## config.mk

```make
export PLATFORM = sky130hd
export DESIGN_NAME = gps_port
export DESIGN_NICKNAME = d
export VERILOG_FILES = /design/src/gps_pkg.sv /design/src/gps_if.sv /design/src/gps_timer.sv /design/src/gps_port.sv
export SDC_FILE = /design/constraint.sdc
export NUM_CORES = 1
export LEC_CHECK = 0
export BUFFER_PORTS_ARGS = -buffer_cell sky130_fd_sc_hd__buf_4
export CAP_MARGIN = 25
export CORE_MARGIN = 5
export CORE_UTILIZATION = 50
export DETAILED_ROUTE_END_ITERATION = 10
export HOLD_SLACK_MARGIN = 0.03
export MAX_ROUTING_LAYER = met4
export PLACE_DENSITY = 0.91
export SETUP_SLACK_MARGIN = 0.2
export SYNTH_ARGS = -nofsm -noshare
export SYNTH_HDL_FRONTEND = slang
export SYNTH_HIERARCHICAL = 1
export SYNTH_SLANG_ARGS = --single-unit
```

## constraint.sdc

```tcl
create_clock -name clk -period 4.17 [get_ports clk]
set_input_delay 0.6255 -clock clk [delete_from_list [all_inputs] [get_ports clk]]
set_output_delay 0.6255 -clock clk [all_outputs]
set_load 0.005 [all_outputs]
```

## src/gps_pkg.sv

```systemverilog
// Behaviour
// - pci mode offers 4-bit input port on local data lines, other peripheral uses off.
// - trigger write captures local data 7-4 into port data bits 7-4 two display clocks later.
// - trigger write drives port data low nibble out, pulses strobe, samples on rising edge.
// - select field 01 enables write strobe on pci, port strobe on local bus.
// - pci mode offers 4-bit output port from port data low nibble.
// - strobe rises two display clocks after assertion; data held half display clock after.
// - pci select bit 1 drives output register bits 1-0 statically on two pins.
// - local bus select 11 drives output bits 1-0 on two pins, replacing rom select.
// - local bus select 10 drives only output bit 0, rom chip select kept.
// - local bus output register write appears at once on upper data byte with strobe.
// - local bus output cycle completes in about six to eight system clocks.
// - input enable bit 2 lets a read of port 3c8 return external byte.
// - local bus input cycle takes about eighteen to twenty system clocks.
// - at power-up with select 00 both dedicated pins are driven high.
package gps_pkg;
  localparam logic [1:0]  GPS_SEL_STROBE    = 2'h1;
  localparam logic [1:0]  GPS_SEL_OUT1      = 2'h2;
  localparam logic [1:0]  GPS_SEL_OUT2      = 2'h3;
  localparam int          GPS_SEL_PCI_BIT   = 1;
  localparam int          GPS_IN_EN_BIT     = 2;
  localparam logic [15:0] GPS_INPUT_PORT    = 16'h03C8;
  localparam logic [7:0]  GPS_DATA_RST      = 8'h00;
  localparam logic [7:0]  GPS_OUT_RST       = 8'h00;
  localparam int          GPS_DISP_DIV      = 2;
  localparam int          GPS_STROBE_TICKS  = 2;
  localparam int          GPS_OUT_SCLKS     = 7;
  localparam int          GPS_IN_SCLKS      = 19;
  typedef enum logic [1:0] {
    GPS_IDLE  = 2'b00,
    GPS_PCI   = 2'b01,
    GPS_HOLD  = 2'b10,
    GPS_LOCAL = 2'b11
  } gps_state_e;
endpackage

```

## src/gps_if.sv

```systemverilog
`timescale 1ns/1ps
`default_nettype none
interface gps_if;
  logic       tick;
  logic [4:0] count;
  logic       start;
  logic       clear;
  modport owner (output start, output clear, input tick, input count);
  modport timer (input start, input clear, output tick, output count);
endinterface
`default_nettype wire

```

## src/gps_timer.sv

```systemverilog
`timescale 1ns/1ps
`default_nettype none
// display-clock enable divider plus cycle counter for strobe timing
module gps_timer
  import gps_pkg::*;
#(
  parameter int DIV = GPS_DISP_DIV
) (
  input  wire logic clk,
  input  wire logic rstn,
  gps_if.timer      tif
);
  typedef struct packed {
    logic [3:0] div;
    logic [4:0] count;
  } gps_tmr_s;
  gps_tmr_s s_q;
  gps_tmr_s s_d;
  always_comb
  begin
    s_d = s_q;
    if (tif.start || tif.clear)
    begin
      s_d.div   = 4'h0;
      s_d.count = 5'h00;
    end
    else
    begin
      // count is in system clocks; saturating keeps a long idle from wrapping
      if (s_q.count != 5'h1f)
        s_d.count = s_q.count + 5'h01;
      if (s_q.div == 4'(DIV - 1))
        s_d.div = 4'h0;
      else
        s_d.div = s_q.div + 4'h1;
    end
  end
  always_ff @(posedge clk or negedge rstn)
  begin
    if (!rstn)
      s_q <= '0;
    else
      s_q <= s_d;
  end
  // enable pulse on the system clock edge that closes each display clock
  assign tif.tick  = (s_q.div == 4'(DIV - 1));
  assign tif.count = s_q.count;
endmodule // gps_timer
`default_nettype wire

```

## src/gps_port.sv

```systemverilog
`timescale 1ns/1ps
`default_nettype none
module gps_port
  import gps_pkg::*;
(
  // clock and reset
  input  wire logic        clk,
  input  wire logic        rstn,
  // configuration
  input  wire logic        pci_mode,
  input  wire logic        periph_other_en,
  input  wire logic [1:0]  pin_function_select,
  input  wire logic [7:0]  input_enable_register,
  // register writes
  input  wire logic        trigger_wr,
  input  wire logic [7:0]  trigger_wdata,
  input  wire logic        port_data_wr,
  input  wire logic [7:0]  port_data_wdata,
  // io read
  input  wire logic        io_rd,
  input  wire logic [15:0] io_addr,
  // pins
  input  wire logic [7:0]  local_data_lines_in,
  input  wire logic [7:0]  system_data_bus_in,
  output logic      [3:0]  local_data_lines_out,
  output logic             local_data_lines_oe_n,
  output logic      [15:8] system_data_bus_out,
  output logic             system_data_bus_oe_n,
  output logic             local_write_strobe,
  output logic             port_strobe_n,
  output logic             pin_151,
  output logic             pin_190,
  output logic             pin_153,
  output logic             rom_pin_is_output,
  // status
  output logic      [7:0]  port_data_register,
  output logic      [7:0]  port_trigger_output_register,
  output logic      [7:0]  input_read_data,
  output logic             input_read_valid,
  output logic             busy
);
  gps_if tif ();
  gps_timer #(.DIV(GPS_DISP_DIV)) u_timer (.clk(clk), .rstn(rstn), .tif(tif));

  typedef struct packed {
    gps_state_e st;
    logic       rd;
    logic [7:0] data;
    logic [7:0] outr;
    logic [3:0] loc_out;
    logic       loc_oe_n;
    logic [7:0] sys_out;
    logic       sys_oe_n;
    logic       wstb;
    logic       pstr_n;
    logic       p151;
    logic       p190;
    logic       p153;
    logic       rom_out;
    logic [7:0] rdata;
    logic       rvalid;
    logic       busy;
  } gps_s;
  gps_s s_q;
  gps_s s_d;

  logic strobe_mode;
  logic pci_ok;
  logic in_rd;
  assign strobe_mode = (pin_function_select == GPS_SEL_STROBE);
  assign pci_ok      = pci_mode && !periph_other_en && strobe_mode;
  assign in_rd       = io_rd && io_addr == GPS_INPUT_PORT
                       && input_enable_register[GPS_IN_EN_BIT];

  always_comb
  begin
    s_d        = s_q;
    s_d.rvalid = 1'b0;
    tif.start  = 1'b0;
    tif.clear  = 1'b0;
    if (port_data_wr)
      s_d.data = port_data_wdata;
    if (trigger_wr)
      s_d.outr = trigger_wdata;
    case (s_q.st)
      GPS_IDLE:
      begin
        s_d.loc_oe_n = 1'b1;
        s_d.sys_oe_n = 1'b1;
        if (trigger_wr && pci_ok)
        begin
          s_d.st       = GPS_PCI;
          s_d.loc_out  = port_data_wr ? port_data_wdata[3:0] : s_q.data[3:0];
          s_d.loc_oe_n = 1'b0;
          s_d.wstb     = 1'b0;
          tif.start    = 1'b1;
        end
        else if (!pci_mode && strobe_mode && (trigger_wr || in_rd))
        begin
          s_d.st       = GPS_LOCAL;
          s_d.rd       = !trigger_wr;
          s_d.sys_out  = trigger_wdata;
          s_d.sys_oe_n = !trigger_wr;
          s_d.pstr_n   = 1'b0;
          tif.start    = 1'b1;
        end
      end
      GPS_PCI:
        // strobe low for two display clocks, rising edge samples the inputs
        if (tif.tick && tif.count == 5'(GPS_STROBE_TICKS * GPS_DISP_DIV - 1))
        begin
          s_d.st        = GPS_HOLD;
          s_d.wstb      = 1'b1;
          s_d.data[7:4] = local_data_lines_in[7:4];
        end
      GPS_HOLD:
        // half a display clock is one system clock at a divide of two
        begin
          s_d.st       = GPS_IDLE;
          s_d.loc_oe_n = 1'b1;
          tif.clear    = 1'b1;
        end
      GPS_LOCAL:
        if (s_q.rd ? (tif.count == 5'(GPS_IN_SCLKS)) : (tif.count == 5'(GPS_OUT_SCLKS)))
        begin
          // counts sit inside 6-8 and 18-20 system clocks
          s_d.st       = GPS_IDLE;
          s_d.pstr_n   = 1'b1;
          s_d.sys_oe_n = 1'b1;
          tif.clear    = 1'b1;
          if (s_q.rd)
          begin
            s_d.rdata  = system_data_bus_in;
            s_d.rvalid = 1'b1;
          end
        end
      default:
        s_d.st = GPS_IDLE;
    endcase
    // static pins; strobe modes own 151/190 only while the strobe is enabled
    s_d.rom_out = !pci_mode && pin_function_select == GPS_SEL_OUT2;
    s_d.p153    = s_d.rom_out ? s_d.outr[1] : 1'b1;
    if (pci_mode && pin_function_select[GPS_SEL_PCI_BIT])
    begin
      s_d.p151 = s_d.outr[0];
      s_d.p190 = s_d.outr[1];
    end
    else if (!pci_mode && pin_function_select[GPS_SEL_PCI_BIT])
    begin
      s_d.p151 = s_d.outr[0];
      s_d.p190 = 1'b1;
    end
    else
    begin
      s_d.p151 = 1'b1;
      s_d.p190 = 1'b1;
    end
    // kept as a flop so the busy output is glitch free
    s_d.busy = (s_d.st != GPS_IDLE);
  end

  always_ff @(posedge clk or negedge rstn)
  begin
    if (!rstn)
    begin
      s_q          <= '0;
      s_q.st       <= GPS_IDLE;
      s_q.data     <= GPS_DATA_RST;
      s_q.outr     <= GPS_OUT_RST;
      s_q.loc_oe_n <= 1'b1;
      s_q.sys_oe_n <= 1'b1;
      s_q.wstb     <= 1'b1;
      s_q.pstr_n   <= 1'b1;
      s_q.p151     <= 1'b1;
      s_q.p190     <= 1'b1;
      s_q.p153     <= 1'b1;
    end
    else
      s_q <= s_d;
  end

  assign local_data_lines_out         = s_q.loc_out;
  assign local_data_lines_oe_n        = s_q.loc_oe_n;
  assign system_data_bus_out          = s_q.sys_out;
  assign system_data_bus_oe_n         = s_q.sys_oe_n;
  assign local_write_strobe           = s_q.wstb;
  assign port_strobe_n                = s_q.pstr_n;
  assign pin_151                      = s_q.p151;
  assign pin_190                      = s_q.p190;
  assign pin_153                      = s_q.p153;
  assign rom_pin_is_output            = s_q.rom_out;
  assign port_data_register           = s_q.data;
  assign port_trigger_output_register = s_q.outr;
  assign input_read_data              = s_q.rdata;
  assign input_read_valid             = s_q.rvalid;
  assign busy                         = s_q.busy;
endmodule // gps_port
`default_nettype wire

```

# After elaboration in Yosys (flattened, before gate mapping)
# Cells that the tools add are included.
# W data, S select, Z words.
[op_classes] n_addsub=2 mul=0 div_mod_pow=0 order_cmp=0 n_eq_ne=16 shift=0 muxes=37 n_bitwise=1 n_reduce_logical=28
[ops] op="$mux W1" count=17
[ops] op="$eq A16 B10 Y1 const B" count=1
[ops] op="$mux W4" count=4
[ops] op="$mux W2" count=6
[ops] op="$logic_and A1 B1 Y1" count=11
[ops] op="$ne A2 B2 Y1 const B" count=5
[ops] op="$pmux W1 S2" count=5
[ops] op="$reduce_bool A2 Y1" count=5
[ops] op="$mux W9" count=1
[ops] op="$reduce_and A3 Y1" count=3
[ops] op="$mux W8" count=1
[ops] op="$pmux W2 S4" count=1
[ops] op="$eq A2 B2 Y1 const B" count=3
[ops] op="$add A5 B1 Y5 const B" count=1
[ops] op="$eq A5 B2 Y1 const B" count=1
[ops] op="$eq A5 B3 Y1 const B" count=1
[ops] op="$eq A5 B5 Y1 const B" count=1
[ops] op="$mux W5" count=1
[ops] op="$ne A5 B5 Y1 const B" count=1
[ops] op="$add A4 B1 Y4 const B" count=1
[ops] op="$eq A2 B1 Y1 const B" count=2
[ops] op="$eq A4 B1 Y1 const B" count=1
[ops] op="$reduce_and A2 Y1" count=2
[ops] op="$reduce_and A4 Y1" count=1
[ops] op="other kinds (5)" count=8
[word_totals] ff_bits=58 latch_bits=0 ramBits=0 rom_bits=0 input_bits=65 output_inout_bits=46 wordCells=105 mem_count=0

# Depth between registers and ports, before layout
# Gate-level depths: netlist of run 1.
[depth] ltp_word=10 mapped_depth=8 depth_no_buf=7

# Modules after synthesis
# The synthesis of run 1 kept the hierarchy.
[modules_own_cells] module="gps_port" n_inst=1 cells_each=182 area_each_um2=2316.0
[modules_own_cells] module="gps_timer" n_inst=1 cells_each=43 area_each_um2=470.5

# Worst setup path after synthesis of run 1
# Ideal clock, no wire load.
[synth_path] path_type="in2reg" startpoint="input pci_mode" endpoint="register u_timer/s_q[7] (netlist name)" setup_time_ps=69 arrival_ps=1884 setup_slack_ps=2218 stages=8 path_cell_list="and2b_1 nand3_1 o21a_4 nand2_1 or2_0 buf_2 or2_4 nor2_2"
[synth_rtl] item="from (decl)" line="gps_port.sv:10" source="input wire logic pci_mode,"
[synth_rtl] item="to (signal assigned)" line="gps_timer.sv:41" source="s_q <= '0;"
[synth_rtl] item="to (signal assigned)" line="gps_timer.sv:43" source="s_q <= s_d;"
[synth_rtl] item="to (decl)" line="gps_timer.sv:17" source="gps_tmr_s s_q;"

==> impl_metrics.ini, run 1 <==
[synth]
avgSynthCellArea_sq_um = 12.4
synth_compound_area_frac = 0.0476
synth_flop_cell = dfrtp_1
synth_nets = 294
yosysTopAreaCellShare = 0.458
async_reset_ff_frac = 1.00
seq_area_frac_synth = 0.524
synth_top_family_by_area = multiplexers
synth_area_leaders = dfrtp_1 (46%), mux2_2 (11%), buf_4 (11%), dfstp_2 (6.6%), mux2i_1 (2.5%)
ys_types = 46
synthMuxAreaShare = 0.154
synthesis.instances = 225
synthSimpleGateAreaFrac = 0.115
yosysWarningCount = 6
synth_fa_ha_area_frac = 0.0180
synth-edff-count = 0
synth_area_sq_um = 2790
yosys.area.top_type = dfrtp_1
ys_seq_elements = 58
synthXorXnorAreaFrac = 0.0157

[global_routing]
grt-ovfl-total = 0
grt_pass1_vias = 1953
grt_pass1_wl_mm = 9.34
grt_max_degree = 59
grt_usage = 0.173
antenna_found_initial = 0

[worst_setup_path]
cp.arrival_ns = 2.37
required_ns = 4.39
reg2reg_from = s_q[47]$_DFF_PN0_
path_class = register to register
start_kind = register
crit_start = s_q[47]$_DFF_PN0_
path_max_fanout = 11
worstSetupEndpointType = register

[die]
die_area_sq_um = 7170
die_h_um = 84.7
rows = 27
start_util = 0.509
die_w_um = 84.7
coreArea_sq_um = 5470
boundaryPins = 111

[final_layout]
post_route_cells_drive_above_1_share = 0.553
regArea_sq_um = 1460
nFillCells = 421
fin_nets = 359
area_growth_pct = 26.4
diodes = 0
multi_input_area_sq_um = 978

[clocking]
post_cts_buffers = 0
ctsResizeCount = 0
cts_tree = built
postCtsHoldBufs = 0
ctsHtreeMaxLevel = 3
cts_buffers = 9
max-clock-path-buffers = 2
root_buffer = clkbuf_8
path_clk_slew_ns = 0.06
insertion_delay_ns = 0.33
clock_sinks = 58

[drt]
drt_iter0_markers = 74
vias_per_cell = 4.98
wl_per_cell_um = 15.9
wl_met3_um = 431
via_count = 1827
route.met2.wl_mm = 3.14
wl_mm = 5.82
m1WireLength_mm = 2.16
highest_layer = met4
ant_nets = 0
drcViolationCount = 0
first_pass_iters = 4

[timing]
fin_setup_tns_ns = 0
period_needed_ns = 2.15
fin_crit_sh = 0.516
hold_viol = 0
finClkSkew_ns = 0.0179
finalMaxSlewViolations = 0
worst_pin_slew_ns = 0.705
grt_setup_unrepaired = false
finalSetupViolations = 0
relSlewSlack = 0.530
timing.fmax_mhz = 464

[status]
status = finished clean

[placed_design]
dpl.hpwl_mm = 4.25
place_congestion = 0.761
io_buffers = 99

[power_and_ir_drop]
ir_drop_v = 0.000262
p_leak_uw = 0.00177
powerDensity_nw_per_um2 = 539
power_uw = 1900

[worst_hold_path]
worstHoldPathType = input pin to asynchronous set/reset pin

[flow_run]
max-cap-violations = 0
final cells by class:
class | instances | area share
clock inverters | 4 | 0.0210
clock buffers | 12 | 0.0440
repair buffers | 99 | 0.211
multi-input cells | 116 | 0.278
inverters | 6 | 0.00639
flip-flops and latches | 58 | 0.414
well taps | 72 | 0.0256
sequential cells by signal (all words and copies together) (netlist names):
signal and cells:
input_read_data 8, port_data_register 8, port_trigger_output_register 8, system_data_bus_out 8, u_timer/tif.count 5, local_data_lines_out 4
u_timer/s_q 4, s_q 3, busy 1, input_read_valid 1, local_data_lines_oe_n 1, local_write_strobe 1
pin_151 1, pin_153 1, pin_190 1, port_strobe_n 1, rom_pin_is_output 1, system_data_bus_oe_n 1
cell usage in the layout (no fill, tap or decap), types with 2 or more instances in the layout:
cell and n:
mux2i_1 7, nor3b_1 3, nand4_1 2, xnor2_1 2, and3b_1 2, nand2_1 6, bufinv_16 2, inv_1 6
mux2_2 28, dfstp_2 7, mux2_4 3, a21oi_1 6, clkbuf_8 11, o21ai_0 4, nand3_1 4, buf_4 99
nor2_1 14, dfrtp_1 51, xor2_1 3, and3_1 3, ha_1 4
cell families (layout without fill, tap and decap cells):
group,count (synthesis),in the layout
adder cells (fa/ha/maj),4,4
AND/OR/NAND/NOR,51,51
multiplexers,38,38
XOR/XNOR,5,5
AO/OA/AOI/OAI,18,18
buffers and inverters,51,121
flip-flops,58,58
power breakdown:
group / internal [uW] / switching (uW)
combinational: 289 / 195
sequential: 715 / 114
clock: 369 / 215
cell usage after synthesis, types with 2 or more instances:
library cell / n
mux2_2: 28
dfstp_2: 7
nand2_1: 6
mux2i_1: 7
buf_4: 41
xnor2_1: 2
and3b_1: 2
mux2_4: 3
and3_1: 3
buf_2: 2
o21ai_0: 4
dfrtp_1: 51
nand4_1: 2
nor2_1: 14
clkbuf_1: 2
a21oi_1: 6
inv_1: 6
nor3b_1: 3
ha_1: 4
xor2_1: 3
nand3_1: 4
layer usage:
layer	up-vias	track usage
li1	860	-
met1	892	0.182
met2	65	0.298
met3	10	0.0589
met4	0	0.0647
met5	-	-
path summary, 6_finish.rpt:
| check | endpoint | slack, ns | cells past startpoint |
|---|---|---|---|
| worst min register to register | u_timer/s_q[5]$_DFF_PN0_ | 0.50 | 1 |
| worst max register to register | u_timer/s_q[6]$_DFF_PN0_ | 2.02 | 7 |
| worst max-delay path | u_timer/s_q[6]$_DFF_PN0_ | 2.02 | 7 |
| max in group asynchronous | input_read_data[1]$_DFFE_PN0P_ | 3.35 | 1 |
| min in group clk | pin_190$_DFF_PN1_ | 0.45 | 2 |
| worst min-delay path | port_trigger_output_register[1]$_DFF_PN0_ | 0.35 | 1 |
stage by stage:
stage                     area (sq um)  utilization  worst slack [ns]  instances  hold WS [ns]
after floorplan                   2790            -              2.22        225         0.330
after global placement            3290        0.602              1.83        351         0.455
after detailed placement          3290        0.602              1.78        351         0.484
after CTS                         3520        0.644              2.02        367         0.363
after global routing              3520        0.644              1.90        367         0.411
final                             3520        0.644              2.02        367         0.350
critical path, cell delays in order, from the launching register on:
cell and delay, ns:
dfrtp_1 0.52, nor3_2 0.29, nand2_1 0.14, or3_1 0.42, nand2_1 0.07, or2_0 0.35
or2_4 0.22, nor2_1 0.04
Note: power is estimated with default switching activity, not from simulation.
==> inputs of run 2 (changes only) <==
Settings changed: CORE_UTILIZATION 50 to 44, PLACE_DENSITY 0.91 to 0.85.
Clock period 4.17 ns to 1.8 ns, I/O delays scaled along.
==> run 2 against run 1 <==
Against the previous run: critical path type unchanged; clock-buffer cell count decreased by 1; clock skew fell by 0.0095 ns; critical endpoint is now u_timer/s_q[5]$_DFF_PN0_; largest power group unchanged; sequential power increased by 130%; worst hold slack got worse by 0.26 ns.
==> impl_metrics.ini, run 2 (synthesis gave the netlist of run 1 again) <==
[final_layout]
final_cell_mix = buf_4 (115), dfrtp_1 (50), mux2_2 (19), mux2_4 (12), clkbuf_8 (10)
final_core_util = 0.629
post_route_cells_drive_above_1_share = 0.666
final_cell_area_sq_um = 3930
mostFrequentLayoutCell = buf_4
nFillCells = 465
diodes = 0
fin_nets = 384
area_growth_pct = 41.0

[worst_setup_path]
worstSetupEndpointType = register
required_ns = 2.01
worstPathCellList = nor3_4 -> nand2_2 -> or3_4 -> nand2_2 -> or2_4 -> or2_4 -> nor2_2
start_kind = register
crit_buf_inv = 0
crit_path_top_delay_cell = dfrtp_1
critical_path.top_delay_family = simple AND/OR/NAND/NOR gates
path_max_fanout = 3
max_stage_delay_ns = 0.41
path_class = register to register
cp.arrival_ns = 1.97

[drt]
via_count = 1999
drt_iter0_markers = 49
first_pass_iters = 4
drcViolationCount = 0
vias_per_cell = 5.04
wl_mm = 6.65
wl_per_cell_um = 16.7
ant_nets = 0

[timing]
period_needed_ns = 1.75
grt_setup_unrepaired = true
worst_pin_slew_ns = 0.724
relSlewSlack = 0.517
finalMaxSlewViolations = 0
timing.fmax_mhz = 570
finalSetupViolations = 0
fin_crit_sh = 0.974
finClkSkew_ns = 0.00845
hold_viol = 0

[die]
die_h_um = 89.6
coreArea_sq_um = 6240
die_w_um = 89.6
die_area_sq_um = 8020
start_util = 0.446
boundaryPins = 111
rows = 29

[global_routing]
grt_max_degree = 59
grt_pass1_wl_mm = 9.33
grt_usage = 0.157
grt_pass1_vias = 2093
grt-ovfl-total = 0
antenna_found_initial = 0

[clocking]
insertion_delay_ns = 0.33
path_clk_slew_ns = 0.07
max-clock-path-buffers = 2
cts_tree = built
clock_sinks = 58
ctsHtreeMaxLevel = 3
root_buffer = clkbuf_8
cts_buffers = 9

[placed_design]
dpl.hpwl_mm = 4.46
placed_area_sq_um = 3410
place_congestion = 0.783
io_buffers = 99

[power_and_ir_drop]
p_leak_uw = 0.00192
ir_drop_v = 0.000706
powerDensity_nw_per_um2 = 1230

[worst_hold_path]
worstHoldPathType = input pin to register

[status]
status = finished clean

[flow_run]
max-cap-violations = 0
==> run 2: area by class of cell <==
cell class / count / area, sq um / share of cell area
inverters: 6 / 22.5 / 0.00573
clock buffers: 11 / 141 / 0.0360
multi-input cells: 116 / 1150 / 0.294
clock inverters: 5 / 77.6 / 0.0198
flip-flops and latches: 58 / 1460 / 0.372
well taps: 77 / 96.3 / 0.0245
repair buffers: 124 / 975 / 0.248
==> run 2: path summary, 6_finish.rpt <==
path,start,end,slack (ns),depth (start not counted)
setup reg to reg,s_q[47]$_DFF_PN0_,u_timer/s_q[5]$_DFF_PN0_,0.05,7
max in group asynchronous,rstn,u_timer/tif.count[4]$_DFFE_PN0P_,0.73,2
min in group asynchronous,rstn,local_data_lines_out[3]$_DFFE_PN0P_,0.54,2
hold reg to reg,local_write_strobe$_DFFE_PN1P_,local_write_strobe$_DFFE_PN1P_,0.49,2
setup / recovery,s_q[47]$_DFF_PN0_,u_timer/s_q[5]$_DFF_PN0_,0.05,7
hold / removal,pci_mode,pin_190$_DFF_PN1_,0.09,2
==> run 2: worst reg2reg max path, delay by kind of cell (launching register included) <==
family,cells,cell delay (ns)
AND/OR/NAND/NOR,7,1.22
flip-flops,1,0.41
==> run 2: repair_timing <==
item / CTS / global route
pin swaps: 4 / 17
setup buffers: 4 / 8
setup endpoints to repair: 35 / 37
hold buffers: 1 / 0
cloned: 0 / 1
hold endpoints to repair: 2 / 0
gates resized for setup: 10 / 40
==> run 2: per-stage QoR <==
step / total power (uW) / worst slack (ns) / instances / setup TNS [ns] / hold WS, ns
2_1_floorplan: 2760 / 0.151 / 225 / 0 / -0.0256
3_3_place_gp: 3050 / -0.0119 / 367 / -0.0537 / 0.366
3_5_place_dp: 3130 / -0.100 / 367 / -1.17 / 0.377
4_1_cts: 4490 / 0.122 / 388 / 0 / 0.0865
5_1_grt: 5110 / -0.0199 / 397 / -0.0893 / 0.111
6_report: 4830 / 0.0470 / 397 / 0 / 0.0940
==> run 2: power by group <==
part / internal, uW / switching, uW
Combinational: 945 / 657
Clock: 813 / 507
Sequential: 1660 / 246
==> run 2: routing by layer <==
layer | global-route usage | vias up | part of all wire
li1 | - | 912 | -
met1 | 0.179 | 982 | 0.37
met2 | 0.270 | 89 | 0.54
met3 | 0.0374 | 16 | 0.074
met4 | 0.0514 | 0 | 0.022
met5 | - | - | 0
